### src/include/crs_params.svh
// Purpose: constants of the programmer register set
// Assumes: apb byte addresses, one aligned word per register
// Notes:   flag positions follow the condition code layout
`ifndef CRS_PARAMS_SVH
`define CRS_PARAMS_SVH

`define CRS_ADDR_W       8
`define CRS_OFF_ACC      8'h00
`define CRS_OFF_IDX      8'h04
`define CRS_OFF_PC       8'h08
`define CRS_OFF_SP       8'h0C
`define CRS_OFF_FLAGS    8'h10
`define CRS_OFF_PEND     8'h14

`define CRS_FLAG_W       5
`define CRS_FLG_H        4
`define CRS_FLG_I        3
`define CRS_FLG_N        2
`define CRS_FLG_Z        1
`define CRS_FLG_C        0
`define CRS_FLAGS_RST    5'h08

`define CRS_ACC_RST      8'h00
`define CRS_IDX_RST      8'h00
`define CRS_PC_RST       16'h0000
`define CRS_SP_LOW_W     6
`define CRS_SP_TOP       6'h3F
`define CRS_SP_BASE      10'h003
`define CRS_CALL_BYTES   6'h02
`define CRS_INT_BYTES    6'h05
`define CRS_NIB_MAX      5'h0F

`define CRS_IRQ_N        4
`define CRS_IRQ_EXT      0
`define CRS_IRQ_TMR      1
`define CRS_IRQ_SCI      2
`define CRS_IRQ_SPI      3

`endif

### src/include/crs_pkg.sv
// Purpose: types of the programmer register set
// Assumes: constants come from crs_params.svh
// Notes:   core control and apb signals travel as packed structs
`include "crs_params.svh"
package crs_pkg;
    typedef enum logic [2:0] {
        STK_NONE, STK_PUSH, STK_PULL, STK_CALL, STK_RET, STK_INTE, STK_RTI, STK_REINIT
    } crs_stk_t;

    typedef struct packed {
        logic        loadAcc;
        logic [7:0]  accData;
        logic        loadIdx;
        logic [7:0]  idxData;
        logic        loadPc;
        logic [15:0] pcData;
        logic        incPc;
        crs_stk_t    stkOp;
    } crs_ctl_t;

    typedef struct packed {
        logic [4:0]  affect;
        logic [7:0]  result;
        logic        addOp;
        logic [7:0]  opA;
        logic [7:0]  opB;
        logic        carryIn;
        logic        carryOut;
        logic        maskVal;
    } crs_flg_upd_t;

    typedef struct packed {
        logic        psel;
        logic        penable;
        logic        pwrite;
        logic [7:0]  paddr;
        logic [31:0] pwdata;
    } crs_apb_req_t;

    typedef struct packed {
        logic [31:0] prdata;
        logic        pready;
        logic        pslverr;
    } crs_apb_rsp_t;
endpackage

### src/verilog/crs_flag_bit.sv
// Purpose: one condition flag with hardware and software update
// Assumes: hardware update outranks a software write in the same cycle
// Notes:   holds its value when neither update is active
`timescale 1ns/1ps
module crs_flag_bit #(
    parameter logic RST_VAL = 1'b0
) (
    input  wire logic sys_clk,
    input  wire logic resetn,
    input  wire logic hwEn,
    input  wire logic hwVal,
    input  wire logic swEn,
    input  wire logic swVal,
    output logic      flag
);
    logic flag_q;
    logic flag_d;

    assign flag_d = hwEn ? hwVal : (swEn ? swVal : flag_q);
    assign flag   = flag_q;

    always_ff @(posedge sys_clk or negedge resetn) begin
        if (!resetn) begin
            flag_q <= RST_VAL;
        end else begin
            flag_q <= flag_d;
        end
    end
endmodule

### src/verilog/crs_regset.sv
// Purpose: programmer register set with apb access and interrupt gating
// Assumes: core control strobes are synchronous to sys_clk
// Notes:   core updates outrank apb writes to the same register
`timescale 1ns/1ps
`include "crs_params.svh"
// Operation
// - An 8-bit accumulator holds operands and results of data operations.
// - An 8-bit index register supplies the indexed offset and may hold temporary data.
// - A 16-bit fetch pointer always holds the address of the next byte to fetch.
// - Reset and the stack reinit op load the stack pointer with the top location 0FF.
// - The stack pointer falls on each push and rises on each pull, naming the next free byte.
// - Stack addresses carry the fixed ten-bit upper pattern 0000000011 above six pointer bits.
// - Beyond 64 stack bytes the pointer wraps inside the stack area without any error.
// - A subroutine call takes two stack bytes and an interrupt entry takes five.
// - The status flags are five bits, four for results and one mask, each readable.
// - Add operations set the nibble carry flag on a carry from bit 3 into bit 4.
// - While the mask flag is set, timer, serial, peripheral and external requests wait.
// - A request arriving while masked is held and served once the mask clears.
// - The negative flag follows bit 7 of the last result.
// - The zero flag is set when the last result is zero and cleared otherwise.
// - The carry flag records a carry or borrow out of the arithmetic unit.
// - Bit-test-branch and shift or rotate operations also update the carry flag.
module crs_regset (
    input  wire logic                 sys_clk,
    input  wire logic                 resetn,
    input  wire crs_pkg::crs_ctl_t     ctl,
    input  wire crs_pkg::crs_flg_upd_t flgUpd,
    input  wire logic [3:0]           irqReq,
    input  wire logic                 intAck,
    input  wire crs_pkg::crs_apb_req_t apbReq,
    output crs_pkg::crs_apb_rsp_t     apbRsp,
    output logic [7:0]                accOut,
    output logic [7:0]                idxOut,
    output logic [15:0]               pcOut,
    output logic [15:0]               stackAddr,
    output logic [4:0]                flagsOut,
    output logic [3:0]                serviceVec,
    output logic                      serviceReq
);
    import crs_pkg::*;

    logic [7:0]  acc_q;
    logic [7:0]  acc_d;
    logic [7:0]  idx_q;
    logic [7:0]  idx_d;
    logic [15:0] pc_q;
    logic [15:0] pc_d;
    logic [5:0]  sp_q;
    logic [5:0]  sp_d;
    logic [3:0]  pend_q;
    logic [3:0]  pend_d;
    logic [31:0] rdData_q;
    logic [31:0] rdData_d;
    logic        err_q;
    logic        err_d;
    logic [4:0]  flags;

    // apb decode
    wire setupPh  = apbReq.psel && !apbReq.penable;
    wire accessPh = apbReq.psel && apbReq.penable;
    wire wrEn     = accessPh && apbReq.pwrite && !err_q;
    wire hitAcc   = apbReq.paddr == `CRS_OFF_ACC;
    wire hitIdx   = apbReq.paddr == `CRS_OFF_IDX;
    wire hitPc    = apbReq.paddr == `CRS_OFF_PC;
    wire hitSp    = apbReq.paddr == `CRS_OFF_SP;
    wire hitFlags = apbReq.paddr == `CRS_OFF_FLAGS;
    wire hitPend  = apbReq.paddr == `CRS_OFF_PEND;
    wire mapped   = hitAcc | hitIdx | hitPc | hitSp | hitFlags | hitPend;
    wire wrAcc    = wrEn && hitAcc;
    wire wrIdx    = wrEn && hitIdx;
    wire wrPc     = wrEn && hitPc;
    wire wrSp     = wrEn && hitSp;
    wire wrFlags  = wrEn && hitFlags;

    // read data latched in the setup phase
    assign rdData_d = !setupPh ? rdData_q :
                      hitAcc   ? {24'h000000, acc_q} :
                      hitIdx   ? {24'h000000, idx_q} :
                      hitPc    ? {16'h0000, pc_q} :
                      hitSp    ? {16'h0000, stackAddr} :
                      hitFlags ? {27'h0000000, flags} :
                      hitPend  ? {28'h0000000, pend_q} : 32'h00000000;
    assign err_d    = setupPh ? !mapped : err_q;

    assign apbRsp.prdata  = rdData_q;
    assign apbRsp.pready  = accessPh;
    assign apbRsp.pslverr = accessPh && err_q;

    // data registers
    assign acc_d = ctl.loadAcc ? ctl.accData :
                   wrAcc       ? apbReq.pwdata[7:0] : acc_q;
    assign idx_d = ctl.loadIdx ? ctl.idxData :
                   wrIdx       ? apbReq.pwdata[7:0] : idx_q;
    assign pc_d  = ctl.loadPc  ? ctl.pcData :
                   ctl.incPc   ? 16'(pc_q + 16'h0001) :
                   wrPc        ? apbReq.pwdata[15:0] : pc_q;

    // stack pointer, six bits wrap inside the stack area
    always_comb begin
        sp_d = sp_q;
        unique case (ctl.stkOp)
            STK_NONE:   sp_d = wrSp ? `CRS_SP_TOP : sp_q;
            STK_PUSH:   sp_d = 6'(sp_q - 6'h01);
            STK_PULL:   sp_d = 6'(sp_q + 6'h01);
            STK_CALL:   sp_d = 6'(sp_q - `CRS_CALL_BYTES);
            STK_RET:    sp_d = 6'(sp_q + `CRS_CALL_BYTES);
            STK_INTE:   sp_d = 6'(sp_q - `CRS_INT_BYTES);
            STK_RTI:    sp_d = 6'(sp_q + `CRS_INT_BYTES);
            STK_REINIT: sp_d = `CRS_SP_TOP;
        endcase
    end
    assign stackAddr = {`CRS_SP_BASE, sp_q};

    // flag updates from the arithmetic unit
    wire [4:0] nibSum = 5'({1'b0, flgUpd.opA[3:0]} + {1'b0, flgUpd.opB[3:0]}
                           + {4'h0, flgUpd.carryIn});
    wire       intEnter = ctl.stkOp == STK_INTE;
    wire [4:0] hwEn;
    wire [4:0] hwVal;
    assign hwEn[`CRS_FLG_H]  = flgUpd.affect[`CRS_FLG_H] && flgUpd.addOp;
    assign hwVal[`CRS_FLG_H] = nibSum > `CRS_NIB_MAX;
    assign hwEn[`CRS_FLG_I]  = flgUpd.affect[`CRS_FLG_I] || intEnter;
    assign hwVal[`CRS_FLG_I] = intEnter || flgUpd.maskVal;
    assign hwEn[`CRS_FLG_N]  = flgUpd.affect[`CRS_FLG_N];
    assign hwVal[`CRS_FLG_N] = flgUpd.result[7];
    assign hwEn[`CRS_FLG_Z]  = flgUpd.affect[`CRS_FLG_Z];
    assign hwVal[`CRS_FLG_Z] = flgUpd.result == 8'h00;
    assign hwEn[`CRS_FLG_C]  = flgUpd.affect[`CRS_FLG_C];
    assign hwVal[`CRS_FLG_C] = flgUpd.carryOut;

    // one cell per flag, unaffected cells hold
    genvar gi;
    generate
        for (gi = 0; gi < `CRS_FLAG_W; gi++) begin : gFlag
            crs_flag_bit #(
                .RST_VAL (1'((`CRS_FLAGS_RST >> gi) & 1))
            ) uFlag (
                .sys_clk (sys_clk),
                .resetn  (resetn),
                .hwEn    (hwEn[gi]),
                .hwVal   (hwVal[gi]),
                .swEn    (wrFlags),
                .swVal   (apbReq.pwdata[gi]),
                .flag    (flags[gi])
            );
        end
    endgenerate
    assign flagsOut = flags;

    // pending requests, a new request wins over the acknowledge clear
    wire       maskOn = flags[`CRS_FLG_I];
    wire [3:0] grant  = pend_q & (~pend_q + 4'h1);
    wire [3:0] ackClr = intAck ? serviceVec : 4'h0;
    assign pend_d     = (pend_q & ~ackClr) | irqReq;
    assign serviceVec = maskOn ? 4'h0 : grant;
    assign serviceReq = !maskOn && (pend_q != 4'h0);

    assign accOut = acc_q;
    assign idxOut = idx_q;
    assign pcOut  = pc_q;

    always_ff @(posedge sys_clk or negedge resetn) begin
        if (!resetn) begin
            acc_q    <= `CRS_ACC_RST;
            idx_q    <= `CRS_IDX_RST;
            pc_q     <= `CRS_PC_RST;
            sp_q     <= `CRS_SP_TOP;
            pend_q   <= 4'h0;
            rdData_q <= 32'h00000000;
            err_q    <= 1'b0;
        end else begin
            acc_q    <= acc_d;
            idx_q    <= idx_d;
            pc_q     <= pc_d;
            sp_q     <= sp_d;
            pend_q   <= pend_d;
            rdData_q <= rdData_d;
            err_q    <= err_d;
        end
    end
endmodule
### config.mk
export PLATFORM = sky130hd
export DESIGN_NAME = crs_regset
export DESIGN_NICKNAME = d
export VERILOG_FILES = /design/src/include/crs_pkg.sv /design/src/verilog/crs_flag_bit.sv /design/src/verilog/crs_regset.sv
export VERILOG_INCLUDE_DIRS = /design/src /design/src/include
export SDC_FILE = /design/constraint.sdc
export NUM_CORES = 1
export LEC_CHECK = 0
export ABC_AREA = 1
export BUFFER_PORTS_ARGS = -buffer_cell sky130_fd_sc_hd__buf_4
export CAP_MARGIN = 20
export CELL_PAD_IN_SITES_DETAIL_PLACEMENT = 1
export CELL_PAD_IN_SITES_GLOBAL_PLACEMENT = 1
export CORE_ASPECT_RATIO = 0.7
export CORE_MARGIN = 3
export CORE_UTILIZATION = 33
export DETAILED_ROUTE_END_ITERATION = 6
export GPL_TIMING_DRIVEN = 0
export PLACE_DENSITY_LB_ADDON = 0.1
export SLEW_MARGIN = 5
export SYNTH_ARGS = -nofsm -noshare
export SYNTH_HDL_FRONTEND = slang
export SYNTH_SLANG_ARGS = --single-unit
### constraint.sdc
create_clock -name sys_clk -period 2.2 [get_ports sys_clk]
set_input_delay 0.22 -clock sys_clk [delete_from_list [all_inputs] [get_ports sys_clk]]
set_output_delay 0.22 -clock sys_clk [all_outputs]
set_load 0.01 [all_outputs]
* After elaboration in Yosys (flattened, before gate mapping)
Cells that the tools add are included.
** Storage, ports and cells
- Register bits :: 80
- Output and inout port bits :: 92
- Logic and storage cells :: 103
** Operators by class
- $add $sub $neg :: 10
- Order comparisons :: 1
- Equal/unequal tests :: 13
- Muxes and demuxes :: 27
- Bitwise operators :: 10
- Reduce and logical (&&, ||, !) cells :: 30
** Operators with widths (number)
- $mux W16 :: 6
- $pmux W6 S8 :: 1
- $mux W8 :: 5
- $add A16 B1 Y16 const B :: 1
- $eq A8 B4 Y1 const B :: 2
- $eq A8 B5 Y1 const B :: 2
- $logic_not A8 Y1 :: 2
- $reduce_bool A2 Y1 :: 7
- $eq A3 B3 Y1 const B :: 4
- $logic_and A1 B1 Y1 :: 12
- $mux W4 :: 3
- $mux W1 :: 10
- $and A4 B4 Y4 :: 2
- $eq A8 B3 Y1 const B :: 1
- $not A4 Y4 :: 2
- $add A6 B1 Y6 const B :: 1
- $add A6 B2 Y6 const B :: 1
- $add A6 B3 Y6 const B :: 1
- $eq A3 B2 Y1 const B :: 2
- $mux W6 :: 1
- $sub A6 B1 Y6 const B :: 1
- $sub A6 B2 Y6 const B :: 1
- $sub A6 B3 Y6 const B :: 1
- $add A4 B4 Y5 :: 1
- 13 further kinds :: 21

* Depth between registers and ports, before layout
Gate-level depths: netlist of the first run.
- Depth in word-level cells :: 8
- Gate-level depth with buffers :: 13
- Depth with buffers taken out :: 13

* By module
Synthesis of the first run repeated with hierarchy kept, for this count alone.
** Second synthesis, totals
- Cells, all modules :: 714
- Area, all modules :: 4850.9 sq um
** Modules (own cells, without submodules)
- crs_regset :: instances 1, cells each 664, area an instance 4549.4 sq um, seq. area each 1483.9 sq um
- crs_flag_bit at gFlag[0].uFlag ... :: instances 4, cells each 10, area an instance 60.1 sq um, seq. area each 25.0 sq um
- crs_flag_bit at gFlag[3].uFlag :: instances 1, cells each 10, area an instance 61.3 sq um, seq. area each 26.3 sq um

* Least setup slack after synthesis of the first run
Ideal clock, no wire load.
- Path kind :: input to register
- Start :: input ctl[1] (netlist bit)
- End :: register sp_q[4]
- Setup time :: 0.072 ns
- Arrival time :: 1.680 ns
- Slack :: 0.448 ns
- Cell stages on the path :: 12
- Path through :: buf_2 nor3_1 o21bai_1 inv_1 ha_1 nand2_1 o21ai_0 or2_2 nand3_1 nand3_1 nand2_1 inv_1
** On the way
- Cells in the longest elaborated chain, start to end :: 2
- Elaborated cells between the ends (all ways) :: 10
** Ends and longest elaborated chain
- from (decl) :: line crs_regset.sv:26 : input wire crs_pkg::crs_ctl_t ctl,
- $eq A3 B3 Y1, or another cell as far along :: line crs_regset.sv:101 : unique case (ctl.stkOp)
- $pmux W6 S8 / $ne A2 B2 Y1 (equally long branches)
- to (signal assigned) :: line crs_regset.sv:167 : sp_q <= `CRS_SP_TOP;
- to (signal assigned) :: line crs_regset.sv:175 : sp_q <= sp_d;
- to (decl) :: line crs_regset.sv:48 : logic [5:0] sp_q;
Parallel ways exist; a longest one is shown, timed or not.
A chain may end at the register's enable or synchronous reset.

* Final worst setup path of the first run
- Start :: register pc_q[0], in the netlist pcOut[0]
- End :: register pc_q[14], in the netlist pcOut[14]
** On the way
- Cells in the longest elaborated chain, start to end :: 3
** Ends and longest elaborated chain
- from (decl) :: line crs_regset.sv:46 : logic [15:0] pc_q;
- from (signal assigned) :: line crs_regset.sv:166 : pc_q <= `CRS_PC_RST;
- from (signal assigned) :: line crs_regset.sv:174 : pc_q <= pc_d;
- $add A16 B1 Y16 :: line crs_regset.sv:95 : ctl.incPc ? 16'(pc_q + 16'h0001) :
- $mux W16 :: line crs_regset.sv:95
- $mux W16 :: line crs_regset.sv:94 : assign pc_d = ctl.loadPc ? ctl.pcData :
No other way between the ends.

==> results of run 1 <==
## logic make-up after synthesis
family	Yosys count	synth area share, %
compound gates	105	13.5
xor+xnor	4	0.740
fa+ha+maj	14	4.33
buf+inv	141	14.5
flops	64	34.0
other cells	2	0.159
simple gates	350	32.8
## through the flow
step	hold WS [ns]	TNS, ns
after detailed placement	0.381	-0.00169
after floorplan	-0.0756	0
final	-0.0196	0
after global placement	0.380	0
after global routing	0.0530	0
after CTS	0.0227	0
## routing by layer
layer | GRT usage [%] | vias to the layer above
met1 | 36.6 | 2570
met5 | 0 | -
met2 | 33.8 | 202
li1 | - | 2559
met4 | 3.79 | 0
met3 | 6.09 | 11
## registers in the layout (all words and copies together), names as in the netlist
| register | cells |
|---|---|
| err_q | 1 |
| sp_q | 6 |
| idxOut | 8 |
| gFlag.uFlag.flag | 5 |
| pend_q | 4 |
| pcOut | 16 |
| rdData_q | 16 |
| accOut | 8 |
## cells in the mapped netlist (all sizes together)
| library cell | n | area, um^2 |
|---|---|---|
| a21oi | 29 | 149 |
| a31oi | 7 | 43.8 |
| buf | 41 | 310 |
| clkbuf | 8 | 30.0 |
| clkinv | 3 | 11.3 |
| conb | 2 | 7.51 |
| dfrtp | 57 | 1430 |
| dfstp | 7 | 184 |
| fa | 4 | 80.1 |
| ha | 10 | 125 |
| inv | 89 | 334 |
| nand2 | 160 | 613 |
| nand3 | 61 | 318 |
| nand4 | 14 | 87.6 |
| nor2 | 82 | 330 |
| nor3 | 15 | 91.3 |
| nor4 | 7 | 43.8 |
| o2111ai | 1 | 8.76 |
| o211ai | 12 | 95.1 |
| o21ai | 35 | 194 |
| o21bai | 7 | 52.6 |
| o22ai | 6 | 37.5 |
| o31ai | 8 | 60.1 |
| or2 | 11 | 68.8 |
| xnor2 | 1 | 8.76 |
| xor2 | 3 | 26.3 |
## worst register-to-register path: cells and delay by family, from the launching register on
family / cells / cell delay, ns
and+or+nand+nor: 7 / 1.13
DFF: 1 / 0.58
adders and majority gates: 1 / 0.29
## area by class of cell
| cell class | count | area [um^2] | area share, % |
|---|---|---|---|
| buffer | 49 | 340 | 5.16 |
| clock buffer | 9 | 225 | 3.41 |
| clock inverter | 7 | 120 | 1.82 |
| inverter | 92 | 345 | 5.23 |
| multi-input combinational | 499 | 2530 | 38.4 |
| sequential | 64 | 1610 | 24.4 |
| tap | 185 | 231 | 3.51 |
| timing repair buffer | 159 | 1190 | 18.1 |
## path summary, 6_finish.rpt
kind / end / slack (ns) / cells after the start
max in group asynchronous: pcOut[15] / 1.66 / 1
hold / removal: gFlag[1].uFlag.flag / -0.02 / 1
hold reg to reg: rdData_q[11] / 0.50 / 2
setup reg to reg: pcOut[14] / 0.08 / 8
min in group sys_clk: pend_q[1] / 0.07 / 3
setup / recovery: pcOut[14] / 0.08 / 8
## where the power goes
part | internal (mW) | leakage, nW | switching (mW)
registers | 1.36 | 0.757 | 0.245
clock network | 1.11 | 0.166 | 0.564
logic | 0.691 | 2.54 | 0.884
total | 3.16 | 3.47 | 1.69
==> flow_summary.toml, run 1 <==
[status]
status = "complete, but fails checks"
violations = "negative hold slack"

[floorplan]
dieArea_um2 = 15900
rows = 35
fp.coreArea_um2 = 13600
die_h_um = 106
start_util_pct = 34.9
io_pins = 214
fp.dieW_um = 149

[global_route]
grtUsageTotal_pct = 23.8
antenna_found_initial = 0
grt_pass1_wl_um = 29300
grt-ovfl-total = 0
first_global_vias = 5298
grt_max_degree = 65

[yosys]
synth_seq_area_share_pct = 34.0
yosysUniqueCellTypes = 42
syn_inst = 680
syn_area_um2 = 4740
avgSynthCellArea_um2 = 6.97
synth_seq_cells = 64
ys_warn_count = 0

[cts]
cts_buffer_depth = 2
ctsHtreeMaxLevel = 3
hold_buffers = 0
path_clk_slew_ns = 0.06
clock_sinks = 64
clock_latency_ns = 0.34
postCtsSetupBuffers = 0
cts_buffers = 9
root_buffer = "clkbuf_16"
cts_resized = 0
cts_tree = "built"

[critical_path]
crit_slowest_cell = "dfrtp_1"
critPathKind = "reg -> reg"
start_kind = "register"
cp_top_family = "simple AND/OR/NAND/NOR gates"
worstReg2RegStart = "pcOut[0]"
crit_path_cell_trace = "ha_1 > nand2_1 > nor3_1 > nand3_1 > nand2_1 > nand3_1 > nand2_1 > nand2_1"
setup.worst_path.start = "pcOut[0]"
crit_fanout = 8
critPathMaxStageDelay_ns = 0.58
cp_common_cell = "nand2_1"
crit_buf_inv = 0
arrival_ns = 2.34
end_kind = "register"
cp_data_required_time_ns = 2.42

[drt]
vias = 5342
top_layer = "met4"
viasPerCell = 5.02
post_drt_wl_per_cell_um = 18.1
drc = 0
wl_met2_um = 8000
totalWireLength_um = 19200
met3WireLength_um = 1570
drt_iter0_markers = 375
drtAntennaViolNets = 0
dr.pass1.iters = 5
drt-met1-wl_um = 9530

[place]
dpl_cell_area_um2 = 6250
gp_congestion = 0.933
dp_cells = 1048
dp_slack_ns = -0.00169
io_buffers = 159
hpwl_um = 15700

[timing]
grt_setup_unrepaired = "no"
tightest_slew_ns = 0.843
fin_crit_ns = 2.12
skew_ns = 0.00647
fin_hold_ws_ns = -0.0196
timing.fmax_mhz = 472
setup_ws_ns = 0.0828
fin_crit_sh_pct = 96.2
finalSetupViolations = 0
slew_headroom_pct = 43.8
drv_slew = 0
timing_hold_violations_final = 20

[final_layout]
syn_to_final_growth_pct = 39.3
instances_no_fill = 1064
nFillCells = 1786
drive_gt1_share_pct = 29.0
final_util_pct = 48.6
nets = 1010
final_cell_mix = "buf_4, nand2_1, inv_1, nor2_1, nand3_1"
layout_commonest_cell = "buf_4"
n_antenna_cell = 0
final_cell_area_um2 = 6600

[power]
p_total_mw = 4.85
ir_drop_v = 0.000352
powerDensity_nw_per_um2 = 736
p_leak_nw = 3.47

[job]
maxCapViolCount = 0

[hold_path]
hp-class = "in -> async"
Note: power is estimated with default switching activity, not from simulation.
==> run 2: changes to the inputs <==
--- a/config.mk
+++ b/config.mk
@@ -6,14 +6,14 @@
 export SDC_FILE = /design/constraint.sdc
 export NUM_CORES = 1
 export LEC_CHECK = 0
-export ABC_AREA = 1
+export ABC_AREA = 0
 export BUFFER_PORTS_ARGS = -buffer_cell sky130_fd_sc_hd__buf_4
 export CAP_MARGIN = 20
 export CELL_PAD_IN_SITES_DETAIL_PLACEMENT = 1
 export CELL_PAD_IN_SITES_GLOBAL_PLACEMENT = 1
 export CORE_ASPECT_RATIO = 0.7
 export CORE_MARGIN = 3
-export CORE_UTILIZATION = 33
+export CORE_UTILIZATION = 34
 export DETAILED_ROUTE_END_ITERATION = 6
 export GPL_TIMING_DRIVEN = 0
 export PLACE_DENSITY_LB_ADDON = 0.1
==> flow_summary.toml, run 2 <==
[drt]
wl_met2_um = 7070
drt_iter0_markers = 366
met3WireLength_um = 1140
totalWireLength_um = 16700
drc = 0
viasPerCell = 5.28
vias = 4444
drtAntennaViolNets = 0
post_drt_wl_per_cell_um = 19.9
drt-met1-wl_um = 8250
dr.pass1.iters = 4
top_layer = "met4"

[final_layout]
nets = 812
final_cell_mix = "buf_4, dfrtp_1, nand2_1, o21ai_0, mux2i_1"
nFillCells = 1498
syn_to_final_growth_pct = 41.4
final_cell_area_um2 = 6250
n_antenna_cell = 0
layout_commonest_cell = "buf_4"
drive_gt1_share_pct = 35.0

[place]
hpwl_um = 13100
dpl_cell_area_um2 = 5920
io_buffers = 161
dp_slack_ns = -0.454
gp_congestion = 0.843

[floorplan]
io_pins = 214
die_h_um = 101
rows = 34
fp.coreArea_um2 = 12500
fp.dieW_um = 142
dieArea_um2 = 14400
start_util_pct = 35.2

[critical_path]
critPathMaxStageDelay_ns = 0.46
end_kind = "register"
rr_endpoint = "pcOut[5]"
crit_path_cell_trace = "nand4b_1 > nor4_4 > a21boi_1 > a211oi_1 > a221o_1"
critPathKind = "reg -> reg"
reg2reg_depth = 5
arrival_ns = 2.43
endpoint = "pcOut[5]"
rrSetupSlack_ns = 0.05
setup.worst_path.start = "err_q"
cp_data_required_time_ns = 2.48
crit_slowest_cell = "nor4_4"
start_kind = "register"
worstReg2RegStart = "err_q"
crit_fanout = 8

[yosys]
syn_area_um2 = 4420
synth.most_common_cell = "dfrtp_1"
synthTopCellsByArea = "dfrtp_1, mux2i_1, buf_4"
synth_seq_area_share_pct = 36.4
ys_warn_count = 0
synth_top_area_share_pct = 32.3
synth_flop_cell = "dfrtp_1"
avgSynthCellArea_um2 = 9.24
synth_top_cell_by_area = "dfrtp_1"
syn_inst = 478
async_reset_ff_share_pct = 100
synth_seq_cells = 64
yosys-top-cells-count = "dfrtp_1, nand2_1, o21ai_0, mux2i_1, nor2_1"
synth_edf_count = 0
yosysUniqueCellTypes = 64

[cts]
cts_buffer_depth = 2
ctsHtreeMaxLevel = 3
clock_sinks = 64
hold_buffers = 0
cts_tree = "built"
clock_latency_ns = 0.34
cts_buffers = 9
root_buffer = "clkbuf_16"
path_clk_slew_ns = 0.06

[timing]
setup_ws_ns = 0.0483
timing_hold_violations_final = 0
grt_setup_unrepaired = "yes"
fin_hold_ws_ns = 0.00129
slew_headroom_pct = 42.4
timing.fmax_mhz = 465
fin_crit_ns = 2.15
finalSetupViolations = 0
skew_ns = 0.00838
fin_crit_sh_pct = 97.8
tns_ns = 0
tightest_slew_ns = 0.864
drv_slew = 0

[power]
p_leak_nw = 3.07
powerDensity_nw_per_um2 = 700
ir_drop_v = 0.000370

[global_route]
first_global_vias = 4536
grt_pass1_wl_um = 26000
grt_max_degree = 65
antenna_found_initial = 0
grt-ovfl-total = 0
grtUsageTotal_pct = 23.4

[job]
maxCapViolCount = 0

[hold_path]
hp-class = "in -> async"

[status]
status = "complete, no violations"
## run 2: cell types whose count changed after synthesis, sizes merged, moves of 11 or more
cell | before | now
mux2i | 0 | 38
a21oi | 29 | 13
inv | 89 | 15
nand3 | 61 | 10
nand2 | 160 | 49
nor3 | 15 | 3
nor2 | 82 | 33
nand2b | 0 | 11
## run 2: routing by layer
| metal | up-vias | global-route usage [%] |
|---|---|---|
| li1 | 2084 | - |
| met1 | 2169 | 35.7 |
| met2 | 169 | 32.9 |
| met3 | 22 | 4.67 |
| met4 | 0 | 7.60 |
| met5 | - | 0 |
## run 2: worst max-delay path, delay by kind of cell, from the launching register on
kind             cells  cell delay (ns)
AND/OR/NAND/NOR      2             0.91
AO/OA/AOI/OAI        3             0.79
flip-flops           1             0.40
## run 2: worst min-delay path by stage
stage,start,endpoint,depth (start not counted)
2_1_floorplan,resetn,accOut[0],0
3_3_place_gp,resetn,rdData_q[2],1
3_5_place_dp,resetn,rdData_q[2],1
4_1_cts,resetn,pcOut[10],1
5_1_grt,resetn,rdData_q[2],1
6_report,resetn,rdData_q[2],1
## run 2: cell type report
type / count / area, um^2 / share of cell area (%)
multi-input combinational: 369 / 2530 / 40.6
sequential: 64 / 1610 / 25.8
timing repair buffer: 164 / 1230 / 19.7
buffer: 53 / 324 / 5.19
clock buffer: 11 / 243 / 3.89
tap: 162 / 203 / 3.24
inverter: 15 / 56.3 / 0.901
clock inverter: 4 / 45.0 / 0.721
## run 2: logic make-up after synthesis
| kind of cell | after synthesis | synth area share [%] |
|---|---|---|
| multiplexers | 43 | 10.1 |
| other | 2 | 0.170 |
| AND/OR/NAND/NOR | 140 | 16.5 |
| flip-flops | 64 | 36.4 |
| buffers and inverters | 69 | 8.67 |
| adder cells (fa/ha/maj) | 14 | 4.64 |
| XOR/XNOR | 19 | 3.77 |
| AO/OA/AOI/OAI | 127 | 19.6 |
## run 2: timing repair
item	CTS	global route
pin swaps	1	1
endpoints found under the hold margin	0	0
gates resized for setup	2	5
setup buffers	0	3
setup endpoints to repair	4	16
## run 2: per-stage QoR
stage                     power, mW  cells  utilization [%]
after global placement         2.90    825             47.2
after global routing           4.62    842             49.8
after CTS                      4.38    839             49.5
after detailed placement       2.93    825             47.2
final                          4.37    842             49.8
after floorplan                2.29    502                -
## run 2: where the power goes
part,total (mW),switching [mW],internal [mW]
Sequential,1.52,0.198,1.33
Combinational,1.43,0.737,0.691
Clock,1.42,0.526,0.895
Total,4.37,1.46,2.91
